## src/hw/usfa_pkg.sv

```systemverilog
// package: register map, field positions and carrier types for the fifo access block
package usfa_pkg;
    localparam int          ADDR_W         = 4;
    localparam int          DATA_W         = 8;
    // register offsets
    localparam logic [3:0]  OFF_TOKEN_STAT = 4'h0;
    localparam logic [3:0]  OFF_FIFO_CTRL  = 4'h1;
    localparam logic [3:0]  OFF_FIFO_EN    = 4'h2;
    localparam logic [3:0]  OFF_EP0_DATA   = 4'h3;
    localparam logic [3:0]  OFF_EP1_DATA   = 4'h4;
    localparam logic [3:0]  OFF_EP2_DATA   = 4'h5;
    localparam logic [3:0]  OFF_RX_COUNT   = 4'h6;
    localparam logic [3:0]  OFF_ENG_CTRL   = 4'h7;
    localparam logic [3:0]  OFF_DEV_ADDR   = 4'h8;
    // engine_token_status bits
    localparam int          TS_IN          = 3;
    localparam int          TS_OUT         = 2;
    localparam int          TS_ERR         = 1;
    localparam int          TS_ADDR_MODE   = 0;
    // fifo_access_control bits
    localparam int          FC_ZERO_LEN    = 7;
    localparam int          FC_READY       = 6;
    localparam int          FC_SETUP_CMD   = 5;
    localparam int          FC_FLUSH       = 2;
    localparam int          FC_TX          = 1;
    localparam int          FC_REQ         = 0;
    localparam logic [7:0]  FC_WMASK       = 8'h27;
    // endpoint_fifo_enable bits
    localparam int          FE_O2          = 6;
    localparam int          FE_O1          = 5;
    localparam int          FE_I2          = 2;
    localparam int          FE_I1          = 1;
    localparam int          FE_TOG         = 0;
    localparam logic [7:0]  FE_WMASK       = 8'h67;
    localparam logic [7:0]  FE_RESET       = 8'h00;
    localparam logic [7:0]  ADDR_RESET     = 8'h00;
    localparam logic [7:0]  ZERO8          = 8'h00;
    localparam logic [1:0]  EPS_RESET      = 2'h0;
    localparam int          EP_NUM         = 3;
    localparam int          FIFO_DEPTH     = 8;

    typedef struct packed {
        logic [ADDR_W-1:0] addr;
        logic [DATA_W-1:0] wdata;
        logic              wr;
        logic              rd;
    } usfa_bus_t;

    // engine-side events from the serial interface engine
    typedef struct packed {
        logic       in_token;
        logic       out_data;
        logic       out_zero;
        logic       setup_tok;
        logic       in_ack;
        logic       rx_byte;
        logic [1:0] rx_ep;
        logic [7:0] rx_data;
        logic       tx_pull;
        logic [1:0] tx_ep;
    } usfa_eng_t;

    typedef enum logic [2:0] {
        ACC_IDLE  = 3'b001,
        ACC_READ  = 3'b010,
        ACC_WRITE = 3'b100
    } usfa_acc_t;
endpackage : usfa_pkg

```

## src/hw/usfa_ep_fifo.sv

```systemverilog
// single endpoint byte fifo with flush
`timescale 1ns/100ps
`default_nettype none
module usfa_ep_fifo #(
    parameter int DEPTH = 8,
    parameter int W     = 8
) (
    input  wire logic         mclk,
    input  wire logic         sys_rst,
    input  wire logic         flush,
    input  wire logic         push,
    input  wire logic [W-1:0] din,
    input  wire logic         pop,
    output logic      [W-1:0] dout,
    output logic              empty,
    output logic              full
);
    localparam int AW = $clog2(DEPTH);
    logic [W-1:0]  mem [DEPTH];
    logic [AW:0]   wp_r;
    logic [AW:0]   rp_r;
    logic [W-1:0]  dout_r;

    assign empty = (wp_r == rp_r);
    assign full  = (wp_r[AW-1:0] == rp_r[AW-1:0]) && (wp_r[AW] != rp_r[AW]);
    assign dout  = dout_r;

    always_ff @(posedge mclk) begin
        if (push && !full) begin
            mem[wp_r[AW-1:0]] <= din;
        end
    end

    always_ff @(posedge mclk or posedge sys_rst) begin
        if (sys_rst) begin
            wp_r   <= '0;
            rp_r   <= '0;
            dout_r <= '0;
        end else if (flush) begin
            wp_r <= '0;
            rp_r <= '0;
        end else begin
            if (push && !full) begin
                wp_r <= wp_r + 1'b1;
            end
            if (pop && !empty) begin
                dout_r <= mem[rp_r[AW-1:0]];
                rp_r   <= rp_r + 1'b1;
            end
        end
    end
endmodule : usfa_ep_fifo
`default_nettype wire

```

## src/hw/usfa_por_reg.sv

```systemverilog
// register held only by power-on reset
`timescale 1ns/100ps
`default_nettype none
module usfa_por_reg #(
    parameter int         W     = 8,
    parameter logic [7:0] RST   = 8'h00,
    parameter logic [7:0] WMASK = 8'hFF
) (
    input  wire logic         mclk,
    input  wire logic         por_rst,
    input  wire logic         we,
    input  wire logic [W-1:0] wdata,
    output logic      [W-1:0] q
);
    logic [W-1:0] q_r;
    assign q = q_r;
    // other resets deliberately not wired here
    always_ff @(posedge mclk or posedge por_rst) begin
        if (por_rst) begin
            q_r <= RST[W-1:0];
        end else if (we) begin
            q_r <= wdata & WMASK[W-1:0];
        end
    end
endmodule : usfa_por_reg
`default_nettype wire

```

## src/hw/usfa_core.sv

```systemverilog
// fifo access control, token status and address update logic
//
// Chosen here: the address map and strobed register access.
`timescale 1ns/100ps
`default_nettype none
// ----------------------------------------------------------------
// ----------------------------------------------------------------
module usfa_core #(
    parameter int DEPTH = usfa_pkg::FIFO_DEPTH
) (
    input  wire logic                 mclk,
    input  wire logic                 sys_rst,
    input  wire logic                 por_rst,
    input  wire usfa_pkg::usfa_bus_t  bus,
    output logic [7:0]                rdata,
    input  wire usfa_pkg::usfa_eng_t  eng,
    input  wire logic [1:0]           endpoint_select,
    output logic [7:0]                tx_data,
    output logic                      tx_valid,
    output logic                      force_tx_err,
    output logic                      data_pid_toggle,
    output logic [6:0]                device_address,
    output logic                      remote_wake_en,
    output logic [2:0]                out_fifo_enable,
    output logic [2:0]                in_fifo_enable
);
    // ----------------------------------------------------------------
    // state
    // ----------------------------------------------------------------
    logic                 in_tok_r;
    logic                 out_flag_r;
    logic                 err_flag_r;
    logic                 address_update_mode_r;
    logic                 zero_length_packet_flag_r;
    logic                 setup_command_flag_r;
    logic                 flush_r;
    logic                 tx_dir_r;
    logic                 req_r;
    logic [7:0]           dev_addr_reg_r;
    logic [6:0]           dev_addr_r;
    logic                 addr_pend_r;
    logic [7:0]           rx_cnt_r;
    logic [7:0]           rdata_r;
    logic [7:0]           tx_data_r;
    logic                 tx_valid_r;
    logic [2:0]           flushed_r;
    logic                 fterr_r;
    logic [7:0]           fen_q;
    usfa_pkg::usfa_acc_t  acc_r;

    logic [1:0]           sel_ep;
    logic [2:0]           f_empty;
    logic [2:0]           f_full;
    logic [2:0]           f_push;
    logic [2:0]           f_pop;
    logic [2:0]           f_flush;
    logic [7:0]           f_dout [3];
    logic [7:0]           f_din  [3];
    logic                 wr_tok;
    logic                 wr_ctrl;
    logic                 wr_dev;
    logic                 data_wr;
    logic                 data_rd;
    logic [1:0]           data_ep;
    logic                 ready_w;
    logic                 acc_err;

    // ----------------------------------------------------------------
    // decode helpers
    // ----------------------------------------------------------------
    function automatic logic [1:0] ep_decode(input logic [1:0] s);
        ep_decode = (s == 2'h0) ? 2'h0 : (s == 2'h1) ? 2'h1 : 2'h2;
    endfunction : ep_decode

    function automatic logic is_data_port(input logic [3:0] a);
        is_data_port = (a == usfa_pkg::OFF_EP0_DATA) || (a == usfa_pkg::OFF_EP1_DATA)
                    || (a == usfa_pkg::OFF_EP2_DATA);
    endfunction : is_data_port

    assign sel_ep  = ep_decode(endpoint_select);
    assign wr_tok  = bus.wr && (bus.addr == usfa_pkg::OFF_TOKEN_STAT);
    assign wr_ctrl = bus.wr && (bus.addr == usfa_pkg::OFF_FIFO_CTRL);
    assign wr_dev  = bus.wr && (bus.addr == usfa_pkg::OFF_DEV_ADDR);
    assign data_wr = bus.wr && is_data_port(bus.addr);
    assign data_rd = bus.rd && is_data_port(bus.addr);
    assign data_ep = 2'(bus.addr - usfa_pkg::OFF_EP0_DATA);

    // enables: endpoint 0 always on
    assign out_fifo_enable = {fen_q[usfa_pkg::FE_O2], fen_q[usfa_pkg::FE_O1], 1'b1};
    assign in_fifo_enable  = {fen_q[usfa_pkg::FE_I2], fen_q[usfa_pkg::FE_I1], 1'b1};
    assign data_pid_toggle = fen_q[usfa_pkg::FE_TOG];

    // ----------------------------------------------------------------
    // endpoint fifos
    // ----------------------------------------------------------------
    genvar g;
    generate
        for (g = 0; g < usfa_pkg::EP_NUM; g++) begin : g_ep
            // firmware writes into in fifo, engine fills from out data
            assign f_push[g]  = (data_wr && data_ep == 2'(g) && in_fifo_enable[g])
                             || (eng.rx_byte && eng.rx_ep == 2'(g) && out_fifo_enable[g]);
            assign f_din[g]   = data_wr ? bus.wdata : eng.rx_data;
            assign f_pop[g]   = (data_rd && data_ep == 2'(g))
                             || (eng.tx_pull && eng.tx_ep == 2'(g) && in_fifo_enable[g]);
            assign f_flush[g] = flush_r && (sel_ep == 2'(g));
            usfa_ep_fifo #(.DEPTH(DEPTH), .W(usfa_pkg::DATA_W)) u_fifo (
                .mclk    (mclk),
                .sys_rst (sys_rst),
                .flush   (f_flush[g]),
                .push    (f_push[g]),
                .din     (f_din[g]),
                .pop     (f_pop[g]),
                .dout    (f_dout[g]),
                .empty   (f_empty[g]),
                .full    (f_full[g])
            );
        end
    endgenerate

    usfa_por_reg #(.W(8), .RST(usfa_pkg::FE_RESET), .WMASK(usfa_pkg::FE_WMASK)) u_fen (
        .mclk    (mclk),
        .por_rst (por_rst),
        .we      (bus.wr && bus.addr == usfa_pkg::OFF_FIFO_EN),
        .wdata   (bus.wdata),
        .q       (fen_q)
    );

    // ----------------------------------------------------------------
    // access handshake
    // ----------------------------------------------------------------
    // direction latched when the request rises: a write drops its flag before the request
    assign ready_w = req_r && (
        (acc_r == usfa_pkg::ACC_WRITE) ? (!f_full[sel_ep] && in_fifo_enable[sel_ep]) :
        (acc_r == usfa_pkg::ACC_READ)  ? (!f_empty[sel_ep] && out_fifo_enable[sel_ep]) :
        1'b0);
    assign acc_err = (data_wr && f_full[data_ep]) || (data_rd && f_empty[data_ep])
                  || ((data_wr || data_rd) && !req_r);

    always_ff @(posedge mclk or posedge sys_rst) begin
        if (sys_rst) begin
            acc_r <= usfa_pkg::ACC_IDLE;
        end else begin
            case (acc_r)
                usfa_pkg::ACC_IDLE: begin
                    if (req_r) begin
                        acc_r <= tx_dir_r ? usfa_pkg::ACC_WRITE : usfa_pkg::ACC_READ;
                    end
                end
                usfa_pkg::ACC_READ,
                usfa_pkg::ACC_WRITE: begin
                    if (!req_r) begin
                        acc_r <= usfa_pkg::ACC_IDLE;
                    end
                end
                default: acc_r <= usfa_pkg::ACC_IDLE;
            endcase
        end
    end

    // ----------------------------------------------------------------
    // token status flags
    // ----------------------------------------------------------------
    always_ff @(posedge mclk or posedge sys_rst) begin
        if (sys_rst) begin
            in_tok_r <= 1'b0;
        end else begin
            in_tok_r <= eng.in_token;
        end
    end

    always_ff @(posedge mclk or posedge sys_rst) begin
        if (sys_rst) begin
            out_flag_r <= 1'b0;
        end else if (eng.out_data && !eng.out_zero) begin
            out_flag_r <= 1'b1;
        end else if (eng.setup_tok || (wr_tok && !bus.wdata[usfa_pkg::TS_OUT])) begin
            out_flag_r <= 1'b0;
        end
    end

    always_ff @(posedge mclk or posedge sys_rst) begin
        if (sys_rst) begin
            err_flag_r <= 1'b0;
        end else if (acc_err) begin
            err_flag_r <= 1'b1;
        end else if (wr_tok) begin
            err_flag_r <= bus.wdata[usfa_pkg::TS_ERR];
        end
    end

    // firmware owns clearing the mode bit after setup
    always_ff @(posedge mclk or posedge sys_rst) begin
        if (sys_rst) begin
            address_update_mode_r <= 1'b0;
        end else if (wr_tok) begin
            address_update_mode_r <= bus.wdata[usfa_pkg::TS_ADDR_MODE];
        end
    end

    // ----------------------------------------------------------------
    // address update
    // ----------------------------------------------------------------
    always_ff @(posedge mclk or posedge sys_rst) begin
        if (sys_rst) begin
            dev_addr_reg_r <= usfa_pkg::ADDR_RESET;
            dev_addr_r     <= '0;
            addr_pend_r    <= 1'b0;
        end else begin
            if (wr_dev) begin
                dev_addr_reg_r <= bus.wdata;
            end
            if (wr_dev && !address_update_mode_r) begin
                dev_addr_r  <= bus.wdata[7:1];
                addr_pend_r <= 1'b0;
            end else if (wr_dev) begin
                addr_pend_r <= 1'b1;
            end else if (addr_pend_r && address_update_mode_r && eng.in_ack) begin
                dev_addr_r  <= dev_addr_reg_r[7:1];
                addr_pend_r <= 1'b0;
            end else if (!address_update_mode_r) begin
                addr_pend_r <= 1'b0;
            end
        end
    end
    assign device_address = dev_addr_r;
    assign remote_wake_en = dev_addr_reg_r[0];

    // ----------------------------------------------------------------
    // fifo control flags
    // ----------------------------------------------------------------
    always_ff @(posedge mclk or posedge sys_rst) begin
        if (sys_rst) begin
            zero_length_packet_flag_r <= 1'b0;
        end else if (eng.out_zero) begin
            zero_length_packet_flag_r <= 1'b1;
        end else if (data_rd && data_ep == sel_ep) begin
            zero_length_packet_flag_r <= 1'b0;
        end
    end

    always_ff @(posedge mclk or posedge sys_rst) begin
        if (sys_rst) begin
            setup_command_flag_r <= 1'b0;
        end else if (eng.setup_tok) begin
            setup_command_flag_r <= 1'b1;
        end else if (wr_ctrl && !bus.wdata[usfa_pkg::FC_SETUP_CMD]) begin
            setup_command_flag_r <= 1'b0;
        end
    end

    always_ff @(posedge mclk or posedge sys_rst) begin
        if (sys_rst) begin
            flush_r  <= 1'b0;
            tx_dir_r <= 1'b0;
            req_r    <= 1'b0;
        end else if (wr_ctrl) begin
            flush_r  <= bus.wdata[usfa_pkg::FC_FLUSH];
            tx_dir_r <= bus.wdata[usfa_pkg::FC_TX];
            req_r    <= bus.wdata[usfa_pkg::FC_REQ];
        end
    end

    // flushed endpoint stays armed until firmware writes it again in a cycle with no engine rx_byte
    always_ff @(posedge mclk or posedge sys_rst) begin
        if (sys_rst) begin
            flushed_r <= '0;
            fterr_r   <= 1'b0;
        end else begin
            fterr_r <= 1'b0;
            for (int i = 0; i < usfa_pkg::EP_NUM; i++) begin
                if (f_flush[i]) begin
                    flushed_r[i] <= 1'b1;
                end else if (f_push[i] && !eng.rx_byte) begin
                    flushed_r[i] <= 1'b0;
                end
            end
            if (eng.tx_pull && flushed_r[eng.tx_ep] && f_empty[eng.tx_ep]) begin
                fterr_r <= 1'b1;
            end
        end
    end
    assign force_tx_err = fterr_r;

    always_ff @(posedge mclk or posedge sys_rst) begin
        if (sys_rst) begin
            rx_cnt_r <= usfa_pkg::ZERO8;
        end else if (eng.setup_tok || eng.out_zero) begin
            rx_cnt_r <= usfa_pkg::ZERO8;
        end else if (eng.rx_byte) begin
            rx_cnt_r <= rx_cnt_r + 8'h01;
        end else if (bus.wr && bus.addr == usfa_pkg::OFF_RX_COUNT) begin
            rx_cnt_r <= bus.wdata;
        end
    end

    always_ff @(posedge mclk or posedge sys_rst) begin
        if (sys_rst) begin
            tx_data_r  <= '0;
            tx_valid_r <= 1'b0;
        end else begin
            tx_valid_r <= eng.tx_pull && !f_empty[eng.tx_ep] && in_fifo_enable[eng.tx_ep];
            if (eng.tx_pull) begin
                tx_data_r <= f_dout[eng.tx_ep];
            end
        end
    end
    assign tx_data  = tx_data_r;
    assign tx_valid = tx_valid_r;

    // ----------------------------------------------------------------
    // read port: data one cycle after strobe
    // ----------------------------------------------------------------
    always_ff @(posedge mclk or posedge sys_rst) begin
        if (sys_rst) begin
            rdata_r <= '0;
        end else if (bus.rd) begin
            case (bus.addr)
                usfa_pkg::OFF_TOKEN_STAT: rdata_r <= {4'h0, in_tok_r, out_flag_r, err_flag_r,
                                                      address_update_mode_r};
                usfa_pkg::OFF_FIFO_CTRL:  rdata_r <= {zero_length_packet_flag_r, ready_w,
                                                      setup_command_flag_r, 2'h0,
                                                      flush_r, tx_dir_r, req_r};
                usfa_pkg::OFF_FIFO_EN:    rdata_r <= fen_q;
                usfa_pkg::OFF_EP0_DATA,
                usfa_pkg::OFF_EP1_DATA,
                usfa_pkg::OFF_EP2_DATA:   rdata_r <= f_dout[data_ep];
                usfa_pkg::OFF_RX_COUNT:   rdata_r <= rx_cnt_r;
                usfa_pkg::OFF_ENG_CTRL:   rdata_r <= {6'h00, endpoint_select};
                usfa_pkg::OFF_DEV_ADDR:   rdata_r <= dev_addr_reg_r;
                default:                  rdata_r <= usfa_pkg::ZERO8;
            endcase
        end
    end
    assign rdata = rdata_r;
endmodule : usfa_core
`default_nettype wire

```

## config.mk

```make
export PLATFORM = sky130hd
export DESIGN_NAME = usfa_core
export DESIGN_NICKNAME = d
export VERILOG_FILES = /design/src/hw/usfa_pkg.sv /design/src/hw/usfa_ep_fifo.sv /design/src/hw/usfa_por_reg.sv /design/src/hw/usfa_core.sv
export SDC_FILE = /design/constraint.sdc
export NUM_CORES = 1
export LEC_CHECK = 0
export BUFFER_PORTS_ARGS = -buffer_cell sky130_fd_sc_hd__buf_2
export CORE_AREA = 2 2 217 219
export DETAILED_ROUTE_END_ITERATION = 8
export DIE_AREA = 0 0 219 221
export GPL_TIMING_DRIVEN = 0
export SLEW_MARGIN = 20
export SYNTH_ARGS = -nofsm -noshare
export SYNTH_HDL_FRONTEND = slang
export SYNTH_SLANG_ARGS = --single-unit
```

## constraint.sdc

```tcl
create_clock -name mclk -period 4.4 [get_ports mclk]
set_clock_uncertainty 0.15 [all_clocks]
set_input_delay 0.44 -clock mclk [delete_from_list [all_inputs] [get_ports mclk]]
set_output_delay 0.44 -clock mclk [all_outputs]
set_load 0.05 [all_outputs]
```

### Yosys cells after proc, flatten, opt, wreduce, memory -nomap -nowiden

Memories as Yosys holds them, arrays and structs flattened. A register that Yosys moved wholly into a read port is not among the register bits.
Cells that the tools add are included.

| operators by class | value |
|---|---|
| bitwise operators | 5 |
| shift operators | 0 |
| equality and inequality tests | 34 |
| div/mod/pow operators | 0 |
| $add $sub $neg | 8 |
| mux-type cells | 77 |
| reduce and logical (&&, ||, !) cells | 113 |
| multipliers | 0 |
| $lt $le $gt $ge | 5 |

Operator list:

| operator | count |
|---|---|
| 2-to-1 mux 8 bit | 8 |
| logical AND 1 bit | 57 |
| case mux 8 bit (7 select lines) | 1 |
| 2-to-1 mux 4 bit | 12 |
| 2-to-1 mux 1 bit | 36 |
| binary-select mux 8 bit (select 2 bit) | 2 |
| nonzero test 2 bit | 14 |
| adder 4 x 1 -> 4 bit, second input constant | 6 |
| 2-to-1 mux 7 bit | 3 |
| binary-select mux 1 bit (select 2 bit) | 9 |
| equality test 4 x 3 -> 1 bit, second input constant | 4 |
| zero test 1 bit | 15 |
| logical OR 1 bit | 13 |
| equality test 4 bit | 3 |
| equality test 2 x 1 -> 1 bit, second input constant | 5 |
| zero test 2 bit | 5 |
| AND reduction 2 bit | 5 |
| equality test 3 bit | 3 |
| < comparator 2 x 3 -> 1 bit, second input constant | 3 |
| 2-to-1 mux 3 bit | 3 |
| adder 8 x 1 -> 8 bit, second input constant | 1 |
| equality test 2 bit, second input constant | 4 |
| equality test 4 x 2 -> 1 bit, second input constant | 2 |
| greater-or-equal comparator 3 bit, second input constant | 2 |
| other kinds (19) | 26 |

| word-level totals | value |
|---|---|
| memories kept | 3 |
| logic and storage cells | 273 |
| output and inout bits | 33 |
| bits in latches | 0 |
| bits of input ports | 38 |
| ROM bits | 0 |
| bits in writable memories | 192 |
| flip-flop bits (word level) | 86 |

Memory list:

| memory | words | bits a word | read ports | clocked after memory_dff | wr ports | line | source |
|---|---|---|---|---|---|---|---|
| g_ep[0].u_fifo.mem | 8 | 8 | 1 | 1 | 1 | usfa_ep_fifo.sv:19 | `logic [W-1:0] mem [DEPTH];` |
| g_ep[1].u_fifo.mem | 8 | 8 | 1 | 1 | 1 | usfa_ep_fifo.sv:19 |  |
| g_ep[2].u_fifo.mem | 8 | 8 | 1 | 1 | 1 | usfa_ep_fifo.sv:19 |  |

### Depth between registers and ports, before layout

| depth | value |
|---|---|
| depth in word-level cells | 11 |
| gate-level depth with buffers | 11 |
| mapped depth without buffers | 7 |

### Modules after synthesis

From an unflattened synthesis, not the netlist that was laid out.

| unflattened totals | value |
|---|---|
| cells, all modules | 972 |
| area total of the unflattened synthesis | 13765.7 µm² |

Modules (own cells, without submodules):

| module | area an instance (µm²) | times used | cells an instance | seq. area each (µm²) |
|---|---|---|---|---|
| usfa_core | 3709.8 | 1 | 417 | 1427.6 |
| usfa_ep_fifo (g_ep[2].u_fifo) | 3310.7 | 1 | 180 | 2322.2 |
| usfa_ep_fifo (g_ep[1].u_fifo) | 3288.2 | 1 | 180 | 2322.2 |
| usfa_ep_fifo (g_ep[0].u_fifo) | 3245.6 | 1 | 180 | 2322.2 |
| usfa_por_reg | 211.5 | 1 | 15 | 125.1 |

### Worst setup path before layout

No wires, ideal clock.

| timing | value |
|---|---|
| path type | input to register |
| start point | input bus[10] (netlist name) |
| end point | memory g_ep[1].u_fifo.mem[4][0] (enable) |
| buffers on the path | 2 |
| setup time | 0.385 ns |
| cell stages on the path | 9 |
| required time | 3.865 ns |
| path slack | 1.518 ns |
| arrival | 2.347 ns |
| cells stage by stage | buf_2 -> inv_1 -> ha_1 -> or3b_1 -> buf_6 -> nand4_1 -> a21oi_2 -> nand2b_1 -> nor3b_1 |

| between the ends | value |
|---|---|
| word-level cells in the longest chain between the ends | 10 |
| elaborated cells on any way between the ends | 14 |
| classes of those cells | add/sub (1); eq/ne (4); mux (2); reduce/logical (7) |

Ends and longest elaborated chain:

| item | line | source |
|---|---|---|
| start: declaration | usfa_core.sv:14 | `input wire usfa_pkg::usfa_bus_t bus,` |
| branches (longest 4 deep; another with subtractor 2 bit) | - |  |
| logical AND 1 bit (*) (2 in series) | usfa_core.sv:100 | `assign f_push[g] = (data_wr && data_ep == 2'(g) && in_fifo_enable[g])` |
| logical OR 1 bit (*) | usfa_core.sv:101 | `\|\| (eng.rx_byte && eng.rx_ep == 2'(g) && out_fifo_enable[g]);` |
| logical AND 1 bit (*) | usfa_ep_fifo.sv:29 | `if (push && !full) begin` |
| 2-to-1 mux 1 bit (*) | usfa_ep_fifo.sv:29 |  |
| 2-to-1 mux 1 bit (implied by the code) (*) | usfa_ep_fifo.sv:30 | `mem[wp_r[AW-1:0]] <= din;` |
| end: declaration | usfa_ep_fifo.sv:19 |  |

Mark *: on every way between the ends.

### Worst setup path in the final report

| timing | value |
|---|---|
| start point | register g_ep[1].u_fifo.rp_r[1] |
| end point | memory g_ep[1].u_fifo.mem[4][7] (enable) |

| between the ends | value |
|---|---|
| word-level cells in the longest chain between the ends | 6 |

Ends and longest elaborated chain:

| item | line | source |
|---|---|---|
| start: declaration | usfa_ep_fifo.sv:21 | `logic [AW:0] rp_r;` |
| start signal: assignment | usfa_ep_fifo.sv:48 | `rp_r <= rp_r + 1'b1;` |
| equality test 3 bit | usfa_ep_fifo.sv:25 | `assign full = (wp_r[AW-1:0] == rp_r[AW-1:0]) && (wp_r[AW] != rp_r[AW]);` |
| logical AND 1 bit | usfa_ep_fifo.sv:25 |  |
| zero test 1 bit | usfa_ep_fifo.sv:29 |  |
| logical AND 1 bit | usfa_ep_fifo.sv:29 |  |
| 2-to-1 mux 1 bit | usfa_ep_fifo.sv:29 |  |
| 2-to-1 mux 1 bit (implied by the code) | usfa_ep_fifo.sv:30 |  |

Every way passes these cells.

==> summary.md <==
| Metric | Value |
|---|---|
| Status | `complete, no violations` |
| Layout filler cell count | `about 4500` |
| P_leak | `about 5.8 nW` |
| Synth top area share | `0.422` |
| CP peak stage delay | `0.69 ns` |
| FF/Latch Area | `between 8000 and 9000 µm²` |
| RePlAce Congestion | `0.817` |
| Die extent in y | `221 µm` |
| 1st-iter DRT viols | `633` |
| Critical-path cell list | `buf_2 > xor2_1 > nor4_1 > a21oi_2 > nand2b_1 > nor3b_2` |
| Layout cells sized above 1 | `0.271` |
| CP endpoint | `g_ep[1].u_fifo.mem[4][7]$_DFFE_PP_` |
| Dpl hpwl | `~24000 µm` |
| Nets@finish | `1105` |
| Post-cts resize count | `0` |
| Yosys top cell by area | `edfxtp_1` |
| Total Power | `roughly 8.6 mW` |
| Fmax | `between 0.3 and 0.4 GHz` |
| Period minus WS final | `a little under 3 ns` |
| Cells after Synth | `about 950` |
| Number of global-route vias before repair | `8580` |
| Avg Vias per Cell | `roughly 5` |
| Hold buffer count at CTS | `6` |
| Final setup viols | `0` |
| Latest clock arrival within the worst-skew pair | `about 0.58 ns` |
| Post-route cell area | `about 16000 µm²` |
| Synthesized cell area | `about 14000 µm²` |
| Syn_area_per_cell | `about 14 µm²` |
| Dpl cell area | `approximately 15000 µm²` |
| CP Capture Type | `flop` |
| Hold path depth | `2` |
| Clk sinks | `around 300` |
| Hold/Removal Path Class | `in2reg` |
| Worst EP required | `4.46 ns` |
| Layout area overhead | `17.0%` |
| First-pass GRT wire length | `about 53000 µm` |
| Synth cell types | `74` |
| MaxCap Viol Count | `0` |
| Die X-Extent | `approximately 220 µm` |
| Pin count of the biggest net entering global routing | `62` |
| Startpoint types | `flop` |
| # DRC | `0` |
| Reg2reg end | `g_ep[1].u_fifo.mem[4][7]$_DFFE_PP_` |
| Clock Pin Slew Worst Setup and Hold Paths | `approximately 0.060 ns` |
| Root buffer cell | `clkbuf_16` |
| Routed wire per std cell | `20.5 µm` |
| Final wirelength | `roughly 35000 µm` |
| RSZ-0062 raised after global routing | `no` |
| Critical Path AT | `approximately 3.0 ns` |
| Total die area | `roughly 48000 µm²` |
| Rel. slew slack | `0.408` |
| EDFF count, synth | `approximately 190` |
| CP max FO | `10` |
| Cts bufs inserted | `31` |
| R2R cell count | `6` |
| Clock Path Buffers | `3` |
| Largest cells by area after synthesis | `edfxtp_1 (42%), dfrtp_1 (20%), mux4_2 (7.9%)` |
| Place WS | `roughly 0.87 ns` |
| Period utilization | `0.670` |
| Port Buffers | `64` |
| CORE AREA | `about 46000 µm²` |
| Register bit total from synthesis | `approximately 300` |
| Crit path max-delay cell type | `nor3b_2` |
| I/O pin total | `71` |
| H-tree depth | `1` |
| PwrDens | `~540 nW/µm²` |
| Synth async-reset ratio | `0.364` |
| Drt first pass iters | `5` |
| Post-DRT Antenna Nets | `0` |
| Reg-to-Reg Start | `g_ep[1].u_fifo.rp_r[1]$_DFFE_PP0P_` |
| Worst Setup SP | `g_ep[1].u_fifo.rp_r[1]$_DFFE_PP0P_` |
| Slack of the critical path | `about 1.5 ns` |
| CTS tree | `yes` |
| Max-slew violations | `0` |
| Initial Utilization | `0.297` |
| Total track usage | `0.143` |
| Critical path type | `reg2reg` |
| Worst VDD drop | `about 260 µV` |
| Final Hold Viols | `0` |
| Synth warn | `0` |
| Antenna violations before repair | `2` |
| Multi-input logic area | `a little under 5000 µm²` |
| Setup_tns | `0 ns` |
| Post-CTS setup buffers | `0` |
| Most used DFF post-synth | `edfxtp_1` |
| Gr ovfl total | `0` |
| Row Count | `slightly below 80` |
| R2R Setup Slk | `roughly 1.5 ns` |
| Vias after detailed routing | `around 8400` |
| Register area share after synthesis | `0.624` |
| Slew at the pin closest to its max-slew limit | `about 0.89 ns` |
report_power, final:
group / leakage, nW / switching, mW / internal (mW) / total [mW]
combinational: 2.19 / 1.38 / 0.919 / 2.29
sequential: 3.09 / 0.278 / 3.36 / 3.64
clock: 0.524 / 1.11 / 1.60 / 2.70
final cells by class:
type                    count  share of cell area
flip-flops and latches    302               0.533
plain buffers              65              0.0220
diodes                      1            0.000157
clock buffers              44              0.0560
well taps                 607              0.0475
inverters                  11             0.00290
multi-input cells         572               0.303
clock inverters            14             0.00994
repair buffers             72              0.0260
registers in the layout (all words and copies together), names as in the netlist, 5 cells and up:
name	count
dev_addr_reg_r	8
device_address	7
g_ep.u_fifo.dout	24
g_ep.u_fifo.mem	192
g_ep.u_fifo.rp_r	12
g_ep.u_fifo.wp_r	12
rdata	8
rx_cnt_r	8
tx_data	8
u_fen.q	5
kinds of logic after synthesis:
logic type                 after synthesis  share of synthesized area
AOI/OAI and AO/OA                      142                     0.0713
xor gates and xnor gates                29                     0.0186
adders and majority gates               12                     0.0110
buffers and inverters                   76                     0.0288
DFF                                    302                      0.624
muxes                                  137                      0.150
other                                    1                   0.000274
and+or+nand+nor                        250                     0.0960
worst max-delay path: cells and delay by family (launching register included):
| kind | cells | cell delay [ns] |
|---|---|---|
| AO/OA/AOI/OAI | 1 | 0.30 |
| XOR/XNOR | 1 | 0.37 |
| buffers and inverters | 1 | 0.30 |
| flip-flops | 1 | 0.35 |
| AND/OR/NAND/NOR | 3 | 1.12 |
layer usage:
| metal | track usage | up-vias | share of wire |
|---|---|---|---|
| li1 | - | 3800 | - |
| met1 | 0.193 | 4308 | 0.44 |
| met2 | 0.238 | 203 | 0.49 |
| met3 | 0.0231 | 43 | 0.045 |
| met4 | 0.0403 | 2 | 0.025 |
| met5 | 0 | - | 0.00038 |
placed cells by master (no fill, tap or decap), drive strengths merged, types with 7 or more instances in the layout:
master / instances
a211oi: 7
a21oi: 41
a221oi: 7
a22oi: 7
a31oi: 9
and3: 9
buf: 101
clkbuf: 74
clkinv: 8
dfrtp: 109
edfxtp: 192
ha: 12
inv: 14
mux2: 43
mux2i: 46
mux4: 48
nand2: 67
nand3: 18
nor2: 73
nor2b: 7
nor3: 16
nor3b: 16
o21ai: 43
xnor2: 16
xor2: 13
through the flow:
stage | cells | hold slack (ns) | util
final | 1688 | 0.0267 | 0.347
after global routing | 1688 | 0.0300 | 0.347
after CTS | 1687 | 0.00857 | 0.347
after detailed placement | 1623 | 0.225 | 0.323
after global placement | 1621 | 0.225 | 0.320
after floorplan | 950 | 0.0685 | -
cells in the mapped netlist, drive strengths merged (18+ instances only):
cell type,instances
edfxtp,192
dfrtp,109
nor2,73
nand2,67
mux4,48
mux2i,46
mux2,43
o21ai,43
a21oi,41
buf,35
clkbuf,30
nand3,18
worst min path at each step:
stage | start | slack (ns) | end
6_report | bus[9] | 0.03 | dev_addr_reg_r[7]$_DFFE_PP0P_
5_1_grt | bus[9] | 0.03 | dev_addr_reg_r[7]$_DFFE_PP0P_
4_1_cts | bus[9] | 0.009 | dev_addr_reg_r[7]$_DFFE_PP0P_
3_5_place_dp | por_rst | 0.22 | u_fen.q[0]$_DFFE_PP0P_
3_3_place_gp | por_rst | 0.23 | u_fen.q[6]$_DFFE_PP0P_
2_1_floorplan | por_rst | 0.07 | u_fen.q[0]$_DFFE_PP0P_
(Power assumes the default switching activity.)
